==> src/common/ldl_pkg.sv <==
// Package with the register map, field positions and reset values of the control register group.
package ldl_pkg;

  // Bus widths.
  localparam int ADDR_W = 8;
  localparam int DATA_W = 8;

  // Register byte offsets on the register port.
  localparam logic [7:0] ADDR_SHORT_TH   = 8'h5B;
  localparam logic [7:0] ADDR_CLEAR      = 8'h60;
  localparam logic [7:0] ADDR_LOCK       = 8'h61;
  localparam logic [7:0] ADDR_EEADC      = 8'h62;
  localparam logic [7:0] ADDR_IRQ_STATUS = 8'h68;
  localparam logic [7:0] ADDR_IRQ_MASK   = 8'h69;

  // Clear-control field positions.
  localparam int CLR_FORCE_FS_BIT  = 5;
  localparam int CLR_RESTORE_BIT   = 4;
  localparam int CLR_FORCE_ERR_BIT = 3;
  localparam int CLR_EXIT_FS_BIT   = 2;
  localparam int CLEAR_FAULT_FLAGS_BIT     = 1;
  localparam int CLEAR_POWERUP_FLAG_BIT       = 0;
  localparam int CLR_CMD_W         = 6;

  // Write-protect field positions.
  localparam int LOCK_CLEAR_BIT   = 3;
  localparam int LOCK_CONFIG_BIT  = 2;
  localparam int LOCK_CURRENT_BIT = 1;
  localparam int LOCK_DUTY_BIT    = 0;
  localparam int LOCK_W           = 4;

  // EEPROM and ADC control field positions.
  localparam int EEADC_STAY_BIT     = 7;
  localparam int EEADC_READBACK_BIT = 6;
  localparam int ADC_CH_W           = 5;

  // Positions in the internal command pulse vector.
  localparam int CMD_READBACK_BIT = 6;
  localparam int CMD_ADC_BIT      = 7;
  localparam int CMD_W            = 8;

  // Interrupt event positions.
  localparam int IRQ_EV_REFUSED = 0;
  localparam int IRQ_EV_ADC     = 1;
  localparam int IRQ_EV_FS      = 2;
  localparam int IRQ_EV_EEPROM  = 3;
  localparam int IRQ_W          = 4;

  // Values after reset.
  localparam logic [LOCK_W-1:0]   LOCK_RESET     = 4'hF;
  localparam logic [ADC_CH_W-1:0] ADC_CH_RESET   = 5'h00;
  localparam logic [7:0]          SHORT_TH_RESET = 8'h00;
  localparam logic [IRQ_W-1:0]    IRQ_MASK_RESET = 4'h0;

  // Threshold loader states.
  typedef enum logic [1:0] {
    LDL_ST_LOAD = 2'b01,
    LDL_ST_RUN  = 2'b10
  } ldl_state_e;

endpackage

==> src/rtl/ldl_cmd_pulse.sv <==
// Registered one-cycle command pulses for the self-clearing control bits.
`timescale 1ns/1ps
`default_nettype none
module ldl_cmd_pulse #(
  parameter int W = 8
) (
  input  wire logic         clk_i,
  input  wire logic         rst_b_i,
  input  wire logic         ce_i,
  input  wire logic [W-1:0] fire_i,
  output logic      [W-1:0] pulse_o
);

  logic [W-1:0] pulse;
  logic [W-1:0] next_pulse;

  // A command lives for exactly one enabled cycle; while the clock enable is low it is frozen.
  always_comb begin
    next_pulse = pulse;
    if (ce_i) begin
      next_pulse = fire_i;
    end
  end

  // Registers only.
  always_ff @(posedge clk_i or negedge rst_b_i) begin
    if (!rst_b_i) begin
      pulse <= '0;
    end else begin
      pulse <= next_pulse;
    end
  end

  assign pulse_o = pulse;

endmodule
`default_nettype wire

==> src/rtl/ldl_ctrl_regs.sv <==
// Control, command and write-protect register group of the LED driver.
//
// The strobed register port was left to the implementer.
`timescale 1ns/1ps
`default_nettype none
module ldl_ctrl_regs
  import ldl_pkg::*;
(
  input  wire logic                         CLK_I,
  input  wire logic                         RST_B_I,
  input  wire logic                         CE_I,
  input  wire logic [ldl_pkg::ADDR_W-1:0]   ADDR_I,
  input  wire logic [ldl_pkg::DATA_W-1:0]   WDATA_I,
  input  wire logic                         WR_I,
  input  wire logic                         RD_I,
  output logic      [ldl_pkg::DATA_W-1:0]   RDATA_O,
  input  wire logic [7:0]                   STORED_THRESH_I,
  input  wire logic                         FAULT_I,
  output logic      [7:0]                   ADC_SHORT_TH_O,
  output logic                              FORCE_FS_O,
  output logic                              RESTORE_DEFAULTS_O,
  output logic                              FORCE_ERR_O,
  output logic                              EXIT_FS_O,
  output logic                              CLEAR_FAULTS_O,
  output logic                              CLEAR_POR_O,
  output logic                              ERR_O,
  output logic                              ERR_OE_O,
  output logic                              CLEAR_REG_LOCKED_O,
  output logic                              CONFIG_LOCKED_O,
  output logic                              CURRENT_LOCKED_O,
  output logic                              DUTY_LOCKED_O,
  output logic                              STAY_EEPROM_O,
  output logic                              EEPROM_OVERWRITE_O,
  output logic      [ldl_pkg::ADC_CH_W-1:0] ADC_CH_O,
  output logic                              ADC_START_O,
  output logic                              IRQ_O
);

  import ldl_pkg::*;

  // Tells whether an address falls in the group guarded by the configuration lock.
  function automatic logic is_config_addr(input logic [ADDR_W-1:0] a);
    is_config_addr = (a == ADDR_SHORT_TH) || (a == ADDR_EEADC);
  endfunction

  // Tells whether a write to this address is blocked by the current lock setting.
  function automatic logic write_blocked(input logic [ADDR_W-1:0] a,
                                         input logic [LOCK_W-1:0] lk);
    write_blocked = ((a == ADDR_CLEAR) && lk[LOCK_CLEAR_BIT]) ||
                    (is_config_addr(a) && lk[LOCK_CONFIG_BIT]);
  endfunction

  // Stored state.
  logic [7:0]          short_th;
  logic [LOCK_W-1:0]   lock;
  logic                stay_eeprom;
  logic [ADC_CH_W-1:0] adc_ch;
  logic [IRQ_W-1:0]    irq_mask;
  logic                err_forced;
  logic                err_drive;
  logic [DATA_W-1:0]   rdata;
  ldl_state_e          state;

  // Next values.
  logic [7:0]          next_short_th;
  logic [LOCK_W-1:0]   next_lock;
  logic                next_stay_eeprom;
  logic [ADC_CH_W-1:0] next_adc_ch;
  logic [IRQ_W-1:0]    next_irq_mask;
  logic                next_err_forced;
  logic                next_err_drive;
  logic [DATA_W-1:0]   next_rdata;
  ldl_state_e          next_state;

  // Decoded write strobes and command vector.
  logic              wr_ok;
  logic              wr_refused;
  logic [CMD_W-1:0]  cmd_fire;
  logic [CMD_W-1:0]  cmd_pulse;
  logic [IRQ_W-1:0]  irq_set;
  logic [IRQ_W-1:0]  irq_clr;
  logic [IRQ_W-1:0]  irq_status;
  logic              restore;
  logic              readback;
  logic              wr_th;
  logic              wr_clear;
  logic              wr_eeadc;
  logic              wr_lock;
  logic              wr_status;
  logic              wr_mask;

  // Write qualification: a locked target swallows the write and raises an event.
  always_comb begin
    wr_ok      = WR_I && !write_blocked(ADDR_I, lock);
    wr_refused = WR_I && write_blocked(ADDR_I, lock);
  end

  // Per-register write strobes; the lock check is folded in where a lock applies.
  always_comb begin
    wr_th     = wr_ok && (ADDR_I == ADDR_SHORT_TH);
    wr_clear  = wr_ok && (ADDR_I == ADDR_CLEAR);
    wr_eeadc  = wr_ok && (ADDR_I == ADDR_EEADC);
    wr_lock   = WR_I && (ADDR_I == ADDR_LOCK);
    wr_status = WR_I && (ADDR_I == ADDR_IRQ_STATUS);
    wr_mask   = WR_I && (ADDR_I == ADDR_IRQ_MASK);
  end

  // Command bits never get stored; a one written becomes a single pulse instead.
  // Several ones in one write fire together; ordering their effects is left to the engines.
  always_comb begin
    cmd_fire = '0;
    if (wr_clear) begin
      cmd_fire[CLR_CMD_W-1:0] = WDATA_I[CLR_CMD_W-1:0];
    end
    if (wr_eeadc) begin
      cmd_fire[CMD_READBACK_BIT] = WDATA_I[EEADC_READBACK_BIT];
      cmd_fire[CMD_ADC_BIT]      = 1'b1;
    end
  end

  // The pulse generator delays every command by one cycle so that the outputs are registered.
  ldl_cmd_pulse #(
    .W (CMD_W)
  ) u_cmd (
    .clk_i   (CLK_I),
    .rst_b_i (RST_B_I),
    .ce_i    (CE_I),
    .fire_i  (cmd_fire),
    .pulse_o (cmd_pulse)
  );

  assign restore  = cmd_pulse[CLR_RESTORE_BIT];
  assign readback = cmd_pulse[CMD_READBACK_BIT];

  // Loader: the threshold cannot come from a port under asynchronous reset, so it is
  // fetched from the stored copy in the first enabled cycle after release.
  // A host write to the threshold in a load cycle is lost, so software waits one
  // cycle after reset, a restore or a readback before writing it.
  always_comb begin
    next_state = state;
    if (CE_I) begin
      unique case (state)
        LDL_ST_LOAD: begin
          next_state = LDL_ST_RUN;
        end
        LDL_ST_RUN: begin
          if (restore || readback) begin
            next_state = LDL_ST_LOAD;
          end
        end
      endcase
    end
  end

  // Threshold register; the loader wins over a host write landing in the same cycle.
  always_comb begin
    next_short_th = short_th;
    if (CE_I) begin
      if (state == LDL_ST_LOAD) begin
        next_short_th = STORED_THRESH_I;
      end else if (wr_th) begin
        next_short_th = WDATA_I;
      end
    end
  end

  // Lock register: always writable itself, otherwise it could never be opened again.
  // A restore re-arms every protection, so software has to unlock again afterwards.
  always_comb begin
    next_lock = lock;
    if (CE_I) begin
      if (restore) begin
        next_lock = LOCK_RESET;
      end else if (wr_lock) begin
        next_lock = WDATA_I[LOCK_W-1:0];
      end
    end
  end

  // EEPROM mode level and ADC channel; the readback bit itself is not stored.
  // Any accepted write starts a conversion, even when the channel is unchanged.
  always_comb begin
    next_stay_eeprom = stay_eeprom;
    next_adc_ch      = adc_ch;
    if (CE_I) begin
      if (restore) begin
        next_stay_eeprom = 1'b0;
        next_adc_ch      = ADC_CH_RESET;
      end else if (wr_eeadc) begin
        next_stay_eeprom = WDATA_I[EEADC_STAY_BIT];
        next_adc_ch      = WDATA_I[ADC_CH_W-1:0];
      end
    end
  end

  // Interrupt mask; it sits outside the protected groups and survives a restore.
  always_comb begin
    next_irq_mask = irq_mask;
    if (CE_I && wr_mask) begin
      next_irq_mask = WDATA_I[IRQ_W-1:0];
    end
  end

  // Forced error: held once requested, dropped by a fault clear or a restore, since a
  // one-cycle low on the pin would be too short for any external observer.
  // The fault input shares the pin, so the pin is pulled low while either one holds.
  always_comb begin
    next_err_forced = err_forced;
    next_err_drive  = err_drive;
    if (CE_I) begin
      if (cmd_pulse[CLR_FORCE_ERR_BIT]) begin
        next_err_forced = 1'b1;
      end else if (cmd_pulse[CLEAR_FAULT_FLAGS_BIT] || restore) begin
        next_err_forced = 1'b0;
      end
      next_err_drive = next_err_forced || FAULT_I;
    end
  end

  // Interrupt events and write-one-to-clear of the status bits.
  // A refused write raises an event so that software learns a lock was still set.
  always_comb begin
    irq_set                 = '0;
    irq_set[IRQ_EV_REFUSED] = wr_refused;
    irq_set[IRQ_EV_ADC]     = cmd_pulse[CMD_ADC_BIT];
    irq_set[IRQ_EV_FS]      = cmd_pulse[CLR_FORCE_FS_BIT];
    irq_set[IRQ_EV_EEPROM]  = readback;
    irq_clr                 = '0;
    if (wr_status) begin
      irq_clr = WDATA_I[IRQ_W-1:0];
    end
  end

  ldl_irq_sticky #(
    .W (IRQ_W)
  ) u_irq (
    .clk_i    (CLK_I),
    .rst_b_i  (RST_B_I),
    .ce_i     (CE_I),
    .set_i    (irq_set),
    .clr_i    (irq_clr),
    .mask_i   (irq_mask),
    .status_o (irq_status),
    .irq_o    (IRQ_O)
  );

  // Read data stand for one enabled cycle after the strobe and are zero in other enabled cycles; they hold while the clock enable is low.
  // Reads have no side effect, so polling the status register cannot lose an event.
  always_comb begin
    next_rdata = rdata;
    if (CE_I) begin
      next_rdata = '0;
      if (RD_I) begin
        unique case (ADDR_I)
          ADDR_SHORT_TH: begin
            next_rdata = short_th;
          end
          ADDR_CLEAR: begin
            next_rdata = '0;
          end
          ADDR_LOCK: begin
            next_rdata = {4'h0, lock};
          end
          ADDR_EEADC: begin
            next_rdata = {stay_eeprom, 2'b00, adc_ch};
          end
          ADDR_IRQ_STATUS: begin
            next_rdata = {4'h0, irq_status};
          end
          ADDR_IRQ_MASK: begin
            next_rdata = {4'h0, irq_mask};
          end
          default: begin
            next_rdata = '0;
          end
        endcase
      end
    end
  end

  // Registers only.
  // The threshold holds zero only until the loader's first enabled cycle.
  always_ff @(posedge CLK_I or negedge RST_B_I) begin
    if (!RST_B_I) begin
      state       <= LDL_ST_LOAD;
      short_th    <= SHORT_TH_RESET;
      lock        <= LOCK_RESET;
      stay_eeprom <= 1'b0;
      adc_ch      <= ADC_CH_RESET;
      irq_mask    <= IRQ_MASK_RESET;
      err_forced  <= 1'b0;
      err_drive   <= 1'b0;
      rdata       <= '0;
    end else begin
      state       <= next_state;
      short_th    <= next_short_th;
      lock        <= next_lock;
      stay_eeprom <= next_stay_eeprom;
      adc_ch      <= next_adc_ch;
      irq_mask    <= next_irq_mask;
      err_forced  <= next_err_forced;
      err_drive   <= next_err_drive;
      rdata       <= next_rdata;
    end
  end

  // Outputs.
  // The lock levels are exported because the current and duty registers live outside
  // this group and must apply the protection themselves.
  assign RDATA_O            = rdata;
  assign ADC_SHORT_TH_O     = short_th;
  assign FORCE_FS_O         = cmd_pulse[CLR_FORCE_FS_BIT];
  assign RESTORE_DEFAULTS_O = restore;
  assign FORCE_ERR_O        = cmd_pulse[CLR_FORCE_ERR_BIT];
  assign EXIT_FS_O          = cmd_pulse[CLR_EXIT_FS_BIT];
  assign CLEAR_FAULTS_O     = cmd_pulse[CLEAR_FAULT_FLAGS_BIT];
  assign CLEAR_POR_O        = cmd_pulse[CLEAR_POWERUP_FLAG_BIT];
  assign ERR_O              = 1'b0; // Open drain: only ever pulls low.
  assign ERR_OE_O           = err_drive;
  assign CLEAR_REG_LOCKED_O = lock[LOCK_CLEAR_BIT];
  assign CONFIG_LOCKED_O    = lock[LOCK_CONFIG_BIT];
  assign CURRENT_LOCKED_O   = lock[LOCK_CURRENT_BIT];
  assign DUTY_LOCKED_O      = lock[LOCK_DUTY_BIT];
  assign STAY_EEPROM_O      = stay_eeprom;
  assign EEPROM_OVERWRITE_O = readback;
  assign ADC_CH_O           = adc_ch;
  assign ADC_START_O        = cmd_pulse[CMD_ADC_BIT];

endmodule
`default_nettype wire

==> src/rtl/ldl_irq_sticky.sv <==
// Sticky interrupt status bits with write-one-to-clear and a masked level output.
`timescale 1ns/1ps
`default_nettype none
module ldl_irq_sticky #(
  parameter int W = 4
) (
  input  wire logic         clk_i,
  input  wire logic         rst_b_i,
  input  wire logic         ce_i,
  input  wire logic [W-1:0] set_i,
  input  wire logic [W-1:0] clr_i,
  input  wire logic [W-1:0] mask_i,
  output logic      [W-1:0] status_o,
  output logic              irq_o
);

  logic [W-1:0] status;
  logic [W-1:0] next_status;

  // Per bit, a new event beats a clear in the same cycle so that no event is lost.
  genvar g;
  generate
    for (g = 0; g < W; g++) begin : g_bit
      always_comb begin
        next_status[g] = status[g];
        if (ce_i) begin
          next_status[g] = set_i[g] | (status[g] & ~clr_i[g]);
        end
      end
    end
  endgenerate

  // Registers only.
  always_ff @(posedge clk_i or negedge rst_b_i) begin
    if (!rst_b_i) begin
      status <= '0;
    end else begin
      status <= next_status;
    end
  end

  assign status_o = status;
  assign irq_o    = |(status & mask_i); // Mask bit set lets the event through.

endmodule
`default_nettype wire

==> config.mk <==
export PLATFORM = sky130hd
export DESIGN_NAME = ldl_ctrl_regs
export DESIGN_NICKNAME = d
export VERILOG_FILES = /design/src/common/ldl_pkg.sv /design/src/rtl/ldl_cmd_pulse.sv /design/src/rtl/ldl_ctrl_regs.sv /design/src/rtl/ldl_irq_sticky.sv
export SDC_FILE = /design/constraint.sdc
export NUM_CORES = 1
export LEC_CHECK = 0
export BUFFER_PORTS_ARGS = -buffer_cell sky130_fd_sc_hd__buf_2
export CAP_MARGIN = 20
export CELL_PAD_IN_SITES_DETAIL_PLACEMENT = 1
export CELL_PAD_IN_SITES_GLOBAL_PLACEMENT = 1
export CORE_MARGIN = 5
export CORE_UTILIZATION = 40
export DETAILED_ROUTE_END_ITERATION = 10
export PLACE_DENSITY_LB_ADDON = 0.1
export SYNTH_ARGS = -nofsm -noshare
export SYNTH_HDL_FRONTEND = slang
export SYNTH_SLANG_ARGS = --single-unit
==> constraint.sdc <==
create_clock -name CLK_I -period 1.4 [get_ports CLK_I]
set_input_delay 0.28 -clock CLK_I [delete_from_list [all_inputs] [get_ports CLK_I]]
set_output_delay 0.28 -clock CLK_I [all_outputs]
set_load 0.05 [all_outputs]
==> summary.txt, run 1 <==
Synth
  • Synth cell types: 47
  • Ys async rst share: 100.0%
  • Synth top area share: 45.18%
  • Dominant synthesized flop cell: dfrtp_1
  • Number of flops mapped to enable cells by yosys: 0
  • Top cells by count, synth: dfrtp_1 (41), nand2_1 (15), a22oi_1 (13)
  • Synth top area cells: dfrtp_1 (45%), dfstp_2 (5.8%), a22oi_1 (4.3%), a22o_1 (4.2%), o221a_2 (4.0%)
  • Syn Std Cell Area: 2271 um^2
  • Top-count cell post-synth: dfrtp_1
  • Seq/Total Area, Yosys: 50.96%
  • Mapped Cells: 196
  • Synthesized Nets: 226
  • Flops & latches, synth: 46
  • Mapped Avg Cell Area: 11.59 um^2
  • Synthesis Warnings: 0
  • Post-synth top area cell: dfrtp_1

Timing
  • Hold Vio Cnt, Final: 0
  • Fin Hold WS: 208.9 ps
  • RSZ-0062 raised after global routing: true
  • Tcrit/Tclk final: 103.5%
  • Final min period: 1449 ps
  • Clock skew: 4.485 ps
  • Final slew viol count: 0
  • Endpoints failing setup: 2
  • Worst setup margin: -49.26 ps
  • Fmax: 0.6900 GHz
  • Setup TNS: -57.98 ps

CTS
  • CTS buffer count: 5
  • Root Buffer: clkbuf_8
  • Clk slew on worst S/H paths: 90 ps
  • CTS tree: done
  • Clock sink count: 46
  • Clock Tree Buf Depth: 2
  • Worst-Skew Late Latency: 310 ps
  • H-tree levels: 2

Final layout
  • Nets: 327
  • Area growth, synth to finish: 40.83%
  • Fillers: 616
  • Final non-filler cell total: 370
  • Layout cells sized above 1: 50.67%
  • # diodes: 0

Detailed routing
  • Initial DRC Count: 108
  • DRT Wirelength: 7.368 mm
  • Post-route ant nets: 0
  • Residual DRC: 0
  • Iteration count of the initial detailed-routing pass: 6
  • Vias: 2010
  • Vias per cell: 5.432
  • Routed wire per std cell: 19.91 um

Place
  • Detailed Place HPWL: 5.428 mm
  • IO Port Bufs: 65
  • Placed insts: 354
  • GPL Wtd Cong: 0.8068
  • Post-Place Setup Slack: -303.1 ps

Floorplan
  • Top Ports: 67
  • Core Area: 5507 um^2
  • Die Y: 85.35 um
  • Initial Util: 41.24%
  • Row count: 27
  • Die Footprint: 7284 um^2
  • Die Wd: 85.35 um

Setup path
  • Crit path kind: reg -> out
  • CP Buf/Inv Count: 1
  • CP top delay family: flip-flops
  • Worst stage delay on the critical path: 430 ps
  • Worst-path fanout max: 3
  • CP Launch Type: flop
  • Cells along the critical path: a22oi_2, nand2_1, buf_6
  • Worst Path Required: 1120 ps
  • R2R setup slack: -10 ps
  • Setup crit end kind: output port
  • Slowest CP cell: dfrtp_1
  • Worst EP arrival: 1170 ps

Pwr
  • Power Total: 2.818 mW
  • Worst-case vdd ir drop: 0.5221 mV
  • Power Dens Cells: 881.2 nW/um^2
  • Static leakage: 1.565 nW

Global routing
  • Total GRT Usage: 20.82%
  • First-pass GRT wire length: 11.81 mm
  • Number of global-route vias before repair: 2184
  • Pin count of the biggest net entering global routing: 31
  • Total gr overflow: 0
  • Antenna violations before repair: 0

Outcome
  • Violated checks: setup timing
  • Status: complete, but fails checks

Hold path
  • Hold Path Class: in -> reg

Run
  • MaxCap Viol Count: 0
-- stage by stage --
step,cell area (um^2),util (%)
final,3198,58.08
after global routing,3198,58.08
after CTS,3095,56.21
after detailed placement,2907,52.78
after global placement,2907,52.78
after floorplan,2298,-
-- worst paths after layout --
| kind | from | endpoint | depth (start not counted) |
|---|---|---|---|
| max | u_irq.status_o[2] | IRQ_O | 3 |
| min reg2reg | RDATA_O[1] | RDATA_O[1] | 2 |
| min in group asynchronous | RST_B_I | ADC_CH_O[4] | 3 |
| max reg2reg | lock[2] | ADC_CH_O[1] | 5 |
| min | FAULT_I | ERR_OE_O | 3 |
| max in group asynchronous | RST_B_I | lock[2] | 3 |
-- worst min-delay path, stage by stage --
cell     delay (ps)
buf_2            90
inv_1            40
a31oi_1          70
-- timing repair --
item                       4_1_cts  5_1_grt
resized for setup               13       14
pin swaps                        1       12
setup buffers                    3        4
setup endpoints to repair       14       20
hold endpoints to repair        41        0
hold buffers                     1        0
-- cell families after synthesis --
family,count (synthesis),synth area share [%]
flip-flops,46,50.96
multiplexers,13,6.832
AO/OA/AOI/OAI,57,21.10
other,1,0.1651
AND/OR/NAND/NOR,57,16.97
buffers and inverters,22,3.967
-- flip-flops by register name, indices dropped and copies added (netlist names) --
signal,cells
ADC_CH_O,5
ADC_SHORT_TH_O,8
ERR_OE_O,1
RDATA_O,8
STAY_EEPROM_O,1
err_forced,1
irq_mask,4
lock,4
state,2
u_cmd.pulse_o,8
u_irq.status_o,4
-- layer usage --
metal | routed length, um | GRT usage [%] | share of wire, % | up-vias
met5 | 0 | 0 | 0 | -
met4 | 134 | 7.338 | 1.8 | 0
met3 | 254 | 3.301 | 3.4 | 11
met2 | 3576 | 34.82 | 49 | 46
met1 | 3402 | 27.20 | 46 | 1006
li1 | - | - | - | 947
-- cell type report --
cell class              count  area [um^2]  area share [%]
flip-flops and latches     46         1159           36.23
multi-input cells         128         1107           34.62
repair buffers            104        684.4           21.40
well taps                  72        90.09           2.817
clock buffers               5        68.82           2.152
inverters                  12        45.04           1.408
clock inverters             3        43.79           1.369
-- power breakdown --
group          switching [mW]  internal (mW)  leakage, nW  total, mW
clock                   0.488          0.535       0.0585       1.02
sequential             0.0310           1.36        0.576       1.40
combinational           0.242          0.158        0.931      0.400
total                   0.760           2.06         1.57       2.82
-- layout by cell type, fill, tap and decap left out, types with 4 or more instances in the layout --
cell	netlist	routed
nor2_1	7	7
nand3_1	4	4
dfstp_2	5	5
o2bb2ai_1	6	6
o221ai_1	4	4
mux2i_1	5	4
buf_6	0	7
o221a_2	8	6
mux2_4	4	4
nand2_1	15	13
mux2_2	4	4
inv_1	12	12
nand2b_1	4	4
buf_2	3	58
buf_4	1	36
dfrtp_1	41	40
a22o_1	11	11
a22oi_1	13	11
clkbuf_8	0	5
(Power assumes the default switching activity.)
==> inputs of run 2 (changes only) <==
- SKIP_CTS_REPAIR_TIMING: not set -> 1
==> run 2 against run 1 <==
  * Critical path depth did not move
  * Setup slack got worse by 27 ps
  * Largest power group unchanged
  * Total power fell by 0.18%
  * Cell count fell by 0.54%
  * Critical endpoint unchanged
  * Register-to-register slack barely moved
  * Hold slack got worse by 0.70 ps
  * Wire length fell by 1.2%
  * The run still ends with setup timing left
  * Die area did not move
  * Fmax fell by 1.8%
==> summary.txt, run 2 (synthesis results as in run 1) <==
Timing
  • Worst setup margin: -76.22 ps (-26.95 ps)
  • RSZ-0062 raised after global routing: true
  • Endpoints failing setup: 2 (unchanged)
  • Fmax: 0.6774 GHz (-1.8%)
  • Final slew viol count: 0 (unchanged)
  • Hold Vio Cnt, Final: 0 (unchanged)
  • Clock skew: 3.262 ps (-1.223 ps)
  • Tcrit/Tclk final: 105.4% (+1.9 points)
  • Final min period: 1476 ps (+26.95 ps)

Detailed routing
  • Residual DRC: 0 (unchanged)
  • Vias: 2006 (-0.20%)
  • Routed wire per std cell: 19.77 um (-0.70%)
  • Post-route ant nets: 0 (unchanged)
  • Initial DRC Count: 117 (+8.3%)
  • Iteration count of the initial detailed-routing pass: 6 (unchanged)
  • Vias per cell: 5.451 (+0.34%)
  • DRT Wirelength: 7.277 mm (-1.2%)

Outcome
  • Violated checks: setup timing
  • Status: complete, but fails checks

Pwr
  • Power Total: 2.813 mW (-0.18%)
  • Worst-case vdd ir drop: 0.4975 mV (-4.7%)
  • Sw power: 760.8 uW (about the same)
  • Sequential fraction of design power: 49.6% (about the same)
  • Logic pwr share: 13.9% (-0.3 points)
  • P_int: 2.052 mW (-0.26%)
  • Static leakage: 1.555 nW (-0.69%)
  • Power Dens Cells: 885.9 nW/um^2 (+0.53%)
  • Sw Ratio: 27.05% (+0.061 points)
  • Clock power frac: 36.5% (+0.2 points)

CTS
  • CTS buffer count: 5 (unchanged)
  • H-tree levels: 2 (unchanged)
  • CTS tree: done
  • Clock Tree Buf Depth: 2 (unchanged)
  • Clock sink count: 46 (unchanged)
  • Worst-Skew Late Latency: 310 ps (about the same)
  • Clk slew on worst S/H paths: 90 ps (about the same)
  • Root Buffer: clkbuf_8

Place
  • Detailed Place HPWL: 5.428 mm (unchanged)
  • Post-DP Area: 2907 um^2 (unchanged)
  • GPL Wtd Cong: 0.8068 (unchanged)
  • IO Port Bufs: 65 (unchanged)
  • Placed insts: 354 (unchanged)

Global routing
  • Antenna violations before repair: 0 (unchanged)
  • Pin count of the biggest net entering global routing: 31 (unchanged)
  • Total gr overflow: 0 (unchanged)
  • Total GRT Usage: 20.30% (-0.53 points)
  • First-pass GRT wire length: 11.52 mm (-2.5%)
  • Number of global-route vias before repair: 2151 (-1.5%)

Final layout
  • Layout cells sized above 1: 50.00% (-0.67 points)
  • Most frequent cells in the layout: buf_2 (59), dfrtp_1 (40), buf_4 (33)
  • Commonest non-fill, non-tap cell in the layout: buf_2
  • # diodes: 0 (unchanged)
  • Area growth, synth to finish: 39.83%
  • Nets: 325 (-0.61%)
  • Final non-filler cell total: 368 (-0.54%)
  • Design area: 3176 um^2 (-0.70%)

Floorplan
  • Die Y: 85.35 um (unchanged)
  • Top Ports: 67 (unchanged)
  • Die Wd: 85.35 um (unchanged)
  • Die Footprint: 7284 um^2 (unchanged)
  • Row count: 27 (unchanged)
  • Initial Util: 41.24% (unchanged)
  • Core Area: 5507 um^2 (unchanged)

Setup path
  • Worst Path Required: 1120 ps (about the same)
  • Crit path kind: reg -> out
  • Worst-path fanout max: 3 (unchanged)
  • Setup crit end kind: output port
  • Worst EP arrival: 1200 ps (+30 ps)
  • CP Launch Type: flop

Run
  • MaxCap Viol Count: 0 (unchanged)

Hold path
  • Hold Path Class: in -> reg
[run 2: per-stage QoR]
step	hold slack [ps]	setup slack [ps]	util [%]	setup TNS, ps
finish	208.2	-76.22	57.67	-83.22
global route	210.9	-129.7	57.67	-790.2
CTS	-64.77	-170.4	54.83	-733.5
detailed placement	279.3	-303.1	52.78	-8506
global placement	284.5	-263.2	52.78	-7717
floorplan	-15.59	-224.6	-	-1281
[run 2: area by class of cell]
cell class	count	area (um^2)
flip-flops and latches	46	1159
repair buffers	102	666.9
clock buffers	5	68.82
well taps	72	90.09
multi-input cells	128	1102
inverters	12	45.04
fillers	623	2331
clock inverters	3	43.79
[run 2: metal layers]
metal  GRT usage, %  share of wire (%)  wire, um
met1          26.66                 46      3312
met2          33.62                 49      3533
met3          3.592                4.3       314
met4          6.906                1.6       116
met5              0                  0         0
[run 2: worst paths after layout]
kind                       depth (start not counted)  slack [ps]        start          end
min                                                3         210      FAULT_I     ERR_OE_O
min reg2reg                                        2         500   RDATA_O[1]   RDATA_O[1]
max reg2reg                                        5         -10      lock[2]  ADC_CH_O[1]
min in group asynchronous                          3         480      RST_B_I  ADC_CH_O[4]
max in group asynchronous                          3         680      RST_B_I      lock[2]
max                                                3         -80  irq_mask[0]        IRQ_O
[run 2: power by group through the flow]
| stage | Clock [mW] | Sequential (mW) | Combinational, mW |
|---|---|---|---|
| 6_report | 1.03 | 1.40 | 0.391 |
| 5_1_grt | 1.10 | 1.40 | 0.422 |
| 4_1_cts | 1.05 | 1.39 | 0.372 |
| 3_5_place_dp | 0 | 1.42 | 0.370 |
| 3_3_place_gp | 0 | 1.42 | 0.364 |
| 2_1_floorplan | 0 | 1.48 | 0.116 |
[run 2: critical path, cell delays in order, from the launching register on]
cell and delay, ps:
dfrtp_1 430, a22oi_2 210, nand2_1 90, buf_6 160
==> inputs of run 3 (changes only) <==
- ABC_AREA: not set -> 1
- CORE_UTILIZATION: 40 -> 37
==> run 3 against run 2 <==
  * The run now ends clean
  * Register-to-register slack improved by 70 ps
  * Fmax increased by 8.7%
  * Clock skew increased by 7.3 ps
  * Sequential cell count unchanged
  * First-iteration DRC count decreased by 33%
  * Non-clock buffer count decreased by 16
  * Synthesized cell count increased by 56%
  * Setup slack improved by 120 ps
  * Critical path depth unchanged
  * Sequential share of layout area increased by 0.81 points
  * Die area increased by 12%
  * Critical endpoint unchanged
==> summary.txt, run 3 <==
Outcome
  • Status: completed

Setup path
  • Slowest CP cell: dfrtp_1
  • Cells along the critical path: nand2_1, nand4_1, buf_4
  • Worst-path fanout max: 3 (unchanged)
  • Worst stage delay on the critical path: 420 ps (about the same)
  • Crit path kind: reg -> out
  • Worst Path Required: 1120 ps (about the same)
  • CP Launch Type: flop
  • Worst EP arrival: 1080 ps (-120 ps)
  • Setup crit end kind: output port

Pwr
  • Power Dens Cells: 937.7 nW/um^2 (+5.9%)
  • Power Total: 2.913 mW (+3.6%)
  • Worst-case vdd ir drop: 0.4280 mV (-14%)
  • Static leakage: 1.739 nW (+12%)

Detailed routing
  • Met1 wire length: 3.329 mm (+0.51%)
  • Initial DRC Count: 78 (-33%)
  • Vias per cell: 4.930 (-9.6%)
  • Metal3 WL: 311 um (-0.96%)
  • Post-route ant nets: 0 (unchanged)
  • Vias: 2322 (+16%)
  • Wire length on met2: 3.904 mm (+11%)
  • Routed wire per std cell: 16.41 um (-17%)
  • Iteration count of the initial detailed-routing pass: 4 (-2)
  • Top Metal Used: met4
  • DRT Wirelength: 7.729 mm (+6.2%)
  • Residual DRC: 0 (unchanged)

Final layout
  • Commonest non-fill, non-tap cell in the layout: nand2_1
  • Layout cells sized above 1: 31.98% (-18 points)
  • # diodes: 0 (unchanged)
  • Fillers: 824 (+32%)
  • Most frequent cells in the layout: nand2_1 (120), buf_2 (60), dfrtp_1 (40)
  • Storage element area: 1159 um^2 (unchanged)
  • Design area: 3107 um^2 (-2.2%)
  • Multi-input gate area: 1101 um^2 (-0.11%)
  • Nets: 423 (+30%)
  • Area growth, synth to finish: 30.34%
  • Final non-filler cell total: 471 (+28%)

CTS
  • Worst-Skew Late Latency: 300 ps (about the same)
  • CTS buffer count: 5 (unchanged)
  • Clock Tree Buf Depth: 2 (unchanged)
  • Clock sink count: 46 (unchanged)
  • Root Buffer: clkbuf_8
  • CTS tree: done
  • H-tree levels: 2 (unchanged)
  • Clk slew on worst S/H paths: 100 ps (about the same)

Synth
  • Synth cell types: 31 (-34%)
  • Synthesized Nets: 336 (+49%)
  • Mapped Cells: 306 (+56%)
  • Top-count cell post-synth: nand2_1
  • Seq/Total Area, Yosys: 48.56% (-2.4 points)
  • Top cells by count, synth: nand2_1 (121), dfrtp_1 (41), inv_1 (28)
  • Ys async rst share: 100.0% (unchanged)
  • Mapped Avg Cell Area: 7.789 um^2 (-33%)
  • Dominant synthesized flop cell: dfrtp_1
  • Synthesis Warnings: 0 (unchanged)
  • Number of flops mapped to enable cells by yosys: 0 (unchanged)
  • Flops & latches, synth: 46 (unchanged)
  • Synth top area share: 43.04% (-2.1 points)
  • Syn Std Cell Area: 2384 um^2 (+5.0%)
  • Post-synth top area cell: dfrtp_1
  • Synth top area cells: dfrtp_1 (43%), nand2_1 (19%), dfstp_2 (5.5%), inv_1 (4.4%), nand3_1 (4.4%)

Timing
  • Hold Vio Cnt, Final: 0 (unchanged)
  • Final min period: 1358 ps (-118.3 ps)
  • Tcrit/Tclk final: 97.00% (-8.4 points)
  • Fmax: 0.7364 GHz (+8.7%)
  • Endpoints failing setup: 0 (-2)
  • Final slew viol count: 0 (unchanged)
  • RSZ-0062 raised after global routing: false
  • Clock skew: 10.53 ps (+7.273 ps)

Global routing
  • Antenna violations before repair: 0 (unchanged)
  • Number of global-route vias before repair: 2584 (+20%)
  • Pin count of the biggest net entering global routing: 47 (+52%)
  • Total gr overflow: 0 (unchanged)
  • First-pass GRT wire length: 12.90 mm (+12%)
  • Total GRT Usage: 19.53% (-0.77 points)

Place
  • GPL Wtd Cong: 0.8368 (+3.7%)
  • IO Port Bufs: 65 (unchanged)
  • Post-DP Area: 2933 um^2 (+0.90%)
  • Detailed Place HPWL: 5.950 mm (+9.6%)
  • Placed insts: 461 (+30%)

Hold path
  • Hold Path Class: in -> reg

Floorplan
  • Top Ports: 67 (unchanged)
  • Row count: 29 (+7.4%)
  • Die Y: 90.26 um (+5.8%)
  • Die Footprint: 8147 um^2 (+12%)
  • Die Wd: 90.26 um (+5.8%)
  • Initial Util: 37.75% (-3.5 points)
  • Core Area: 6314 um^2 (+15%)

Run
  • MaxCap Viol Count: 0 (unchanged)
[run 3: metrics by stage]
stage	hold slack [ps]	TNS (ps)	worst slack (ps)	utilization [%]
global placement	284.9	-3953	-193.7	46.45
global route	232.7	0	0.003553	49.21
detailed placement	287.3	-6749	-304.4	46.45
finish	221.0	0	42.06	49.21
CTS	-47.10	-121.2	-52.65	48.30
floorplan	-15.59	0	1.931	-
[run 3: final cells by class]
cell class | instances | area share [%]
repair buffers | 86 | 16.67
well taps | 77 | 3.101
flip-flops and latches | 46 | 37.29
clock buffers | 7 | 2.779
multi-input cells | 223 | 35.44
inverters | 31 | 3.745
clock inverters | 1 | 0.9666
[run 3: metal layers]
layer / track usage [%] / up-vias
li1: - / 1138
met1: 23.99 / 1122
met2: 33.29 / 49
met3: 4.417 / 13
met4: 7.320 / 0
met5: 0 / -
[run 3: final timing paths]
path | to | from | slack, ps | depth (start not counted)
setup / recovery | IRQ_O | u_irq.status_o[1] | 40 | 3
hold / removal | RDATA_O[7] | RD_I | 220 | 3
setup reg to reg | ADC_SHORT_TH_O[3] | state[0] | 60 | 5
hold reg to reg | RDATA_O[7] | RDATA_O[7] | 480 | 2
max in group asynchronous | lock[2] | RST_B_I | 620 | 3
min in group asynchronous | ERR_OE_O | RST_B_I | 480 | 3
[run 3: logic make-up (layout without fill, tap and decap cells)]
group	count (synthesis)	count (layout)	synth area share [%]
other cells	1	1	0.1573
flops	46	46	48.56
simple gates	183	184	33.86
mux	8	8	3.780
compound gates	30	30	7.245
buf+inv	38	125	6.404
[run 3: where the power goes]
part           internal (mW)  switching, mW  total (mW)  leakage, nW
clock                  0.583          0.471        1.05       0.0585
sequential              1.38         0.0424        1.42        0.596
combinational          0.135          0.302       0.436         1.08
[run 3: worst max-delay path, delay by kind of cell (launching register included)]
| family | cells | cell delay [ps] |
|---|---|---|
| flops | 1 | 420 |
| buf+inv | 1 | 200 |
| simple gates | 2 | 170 |
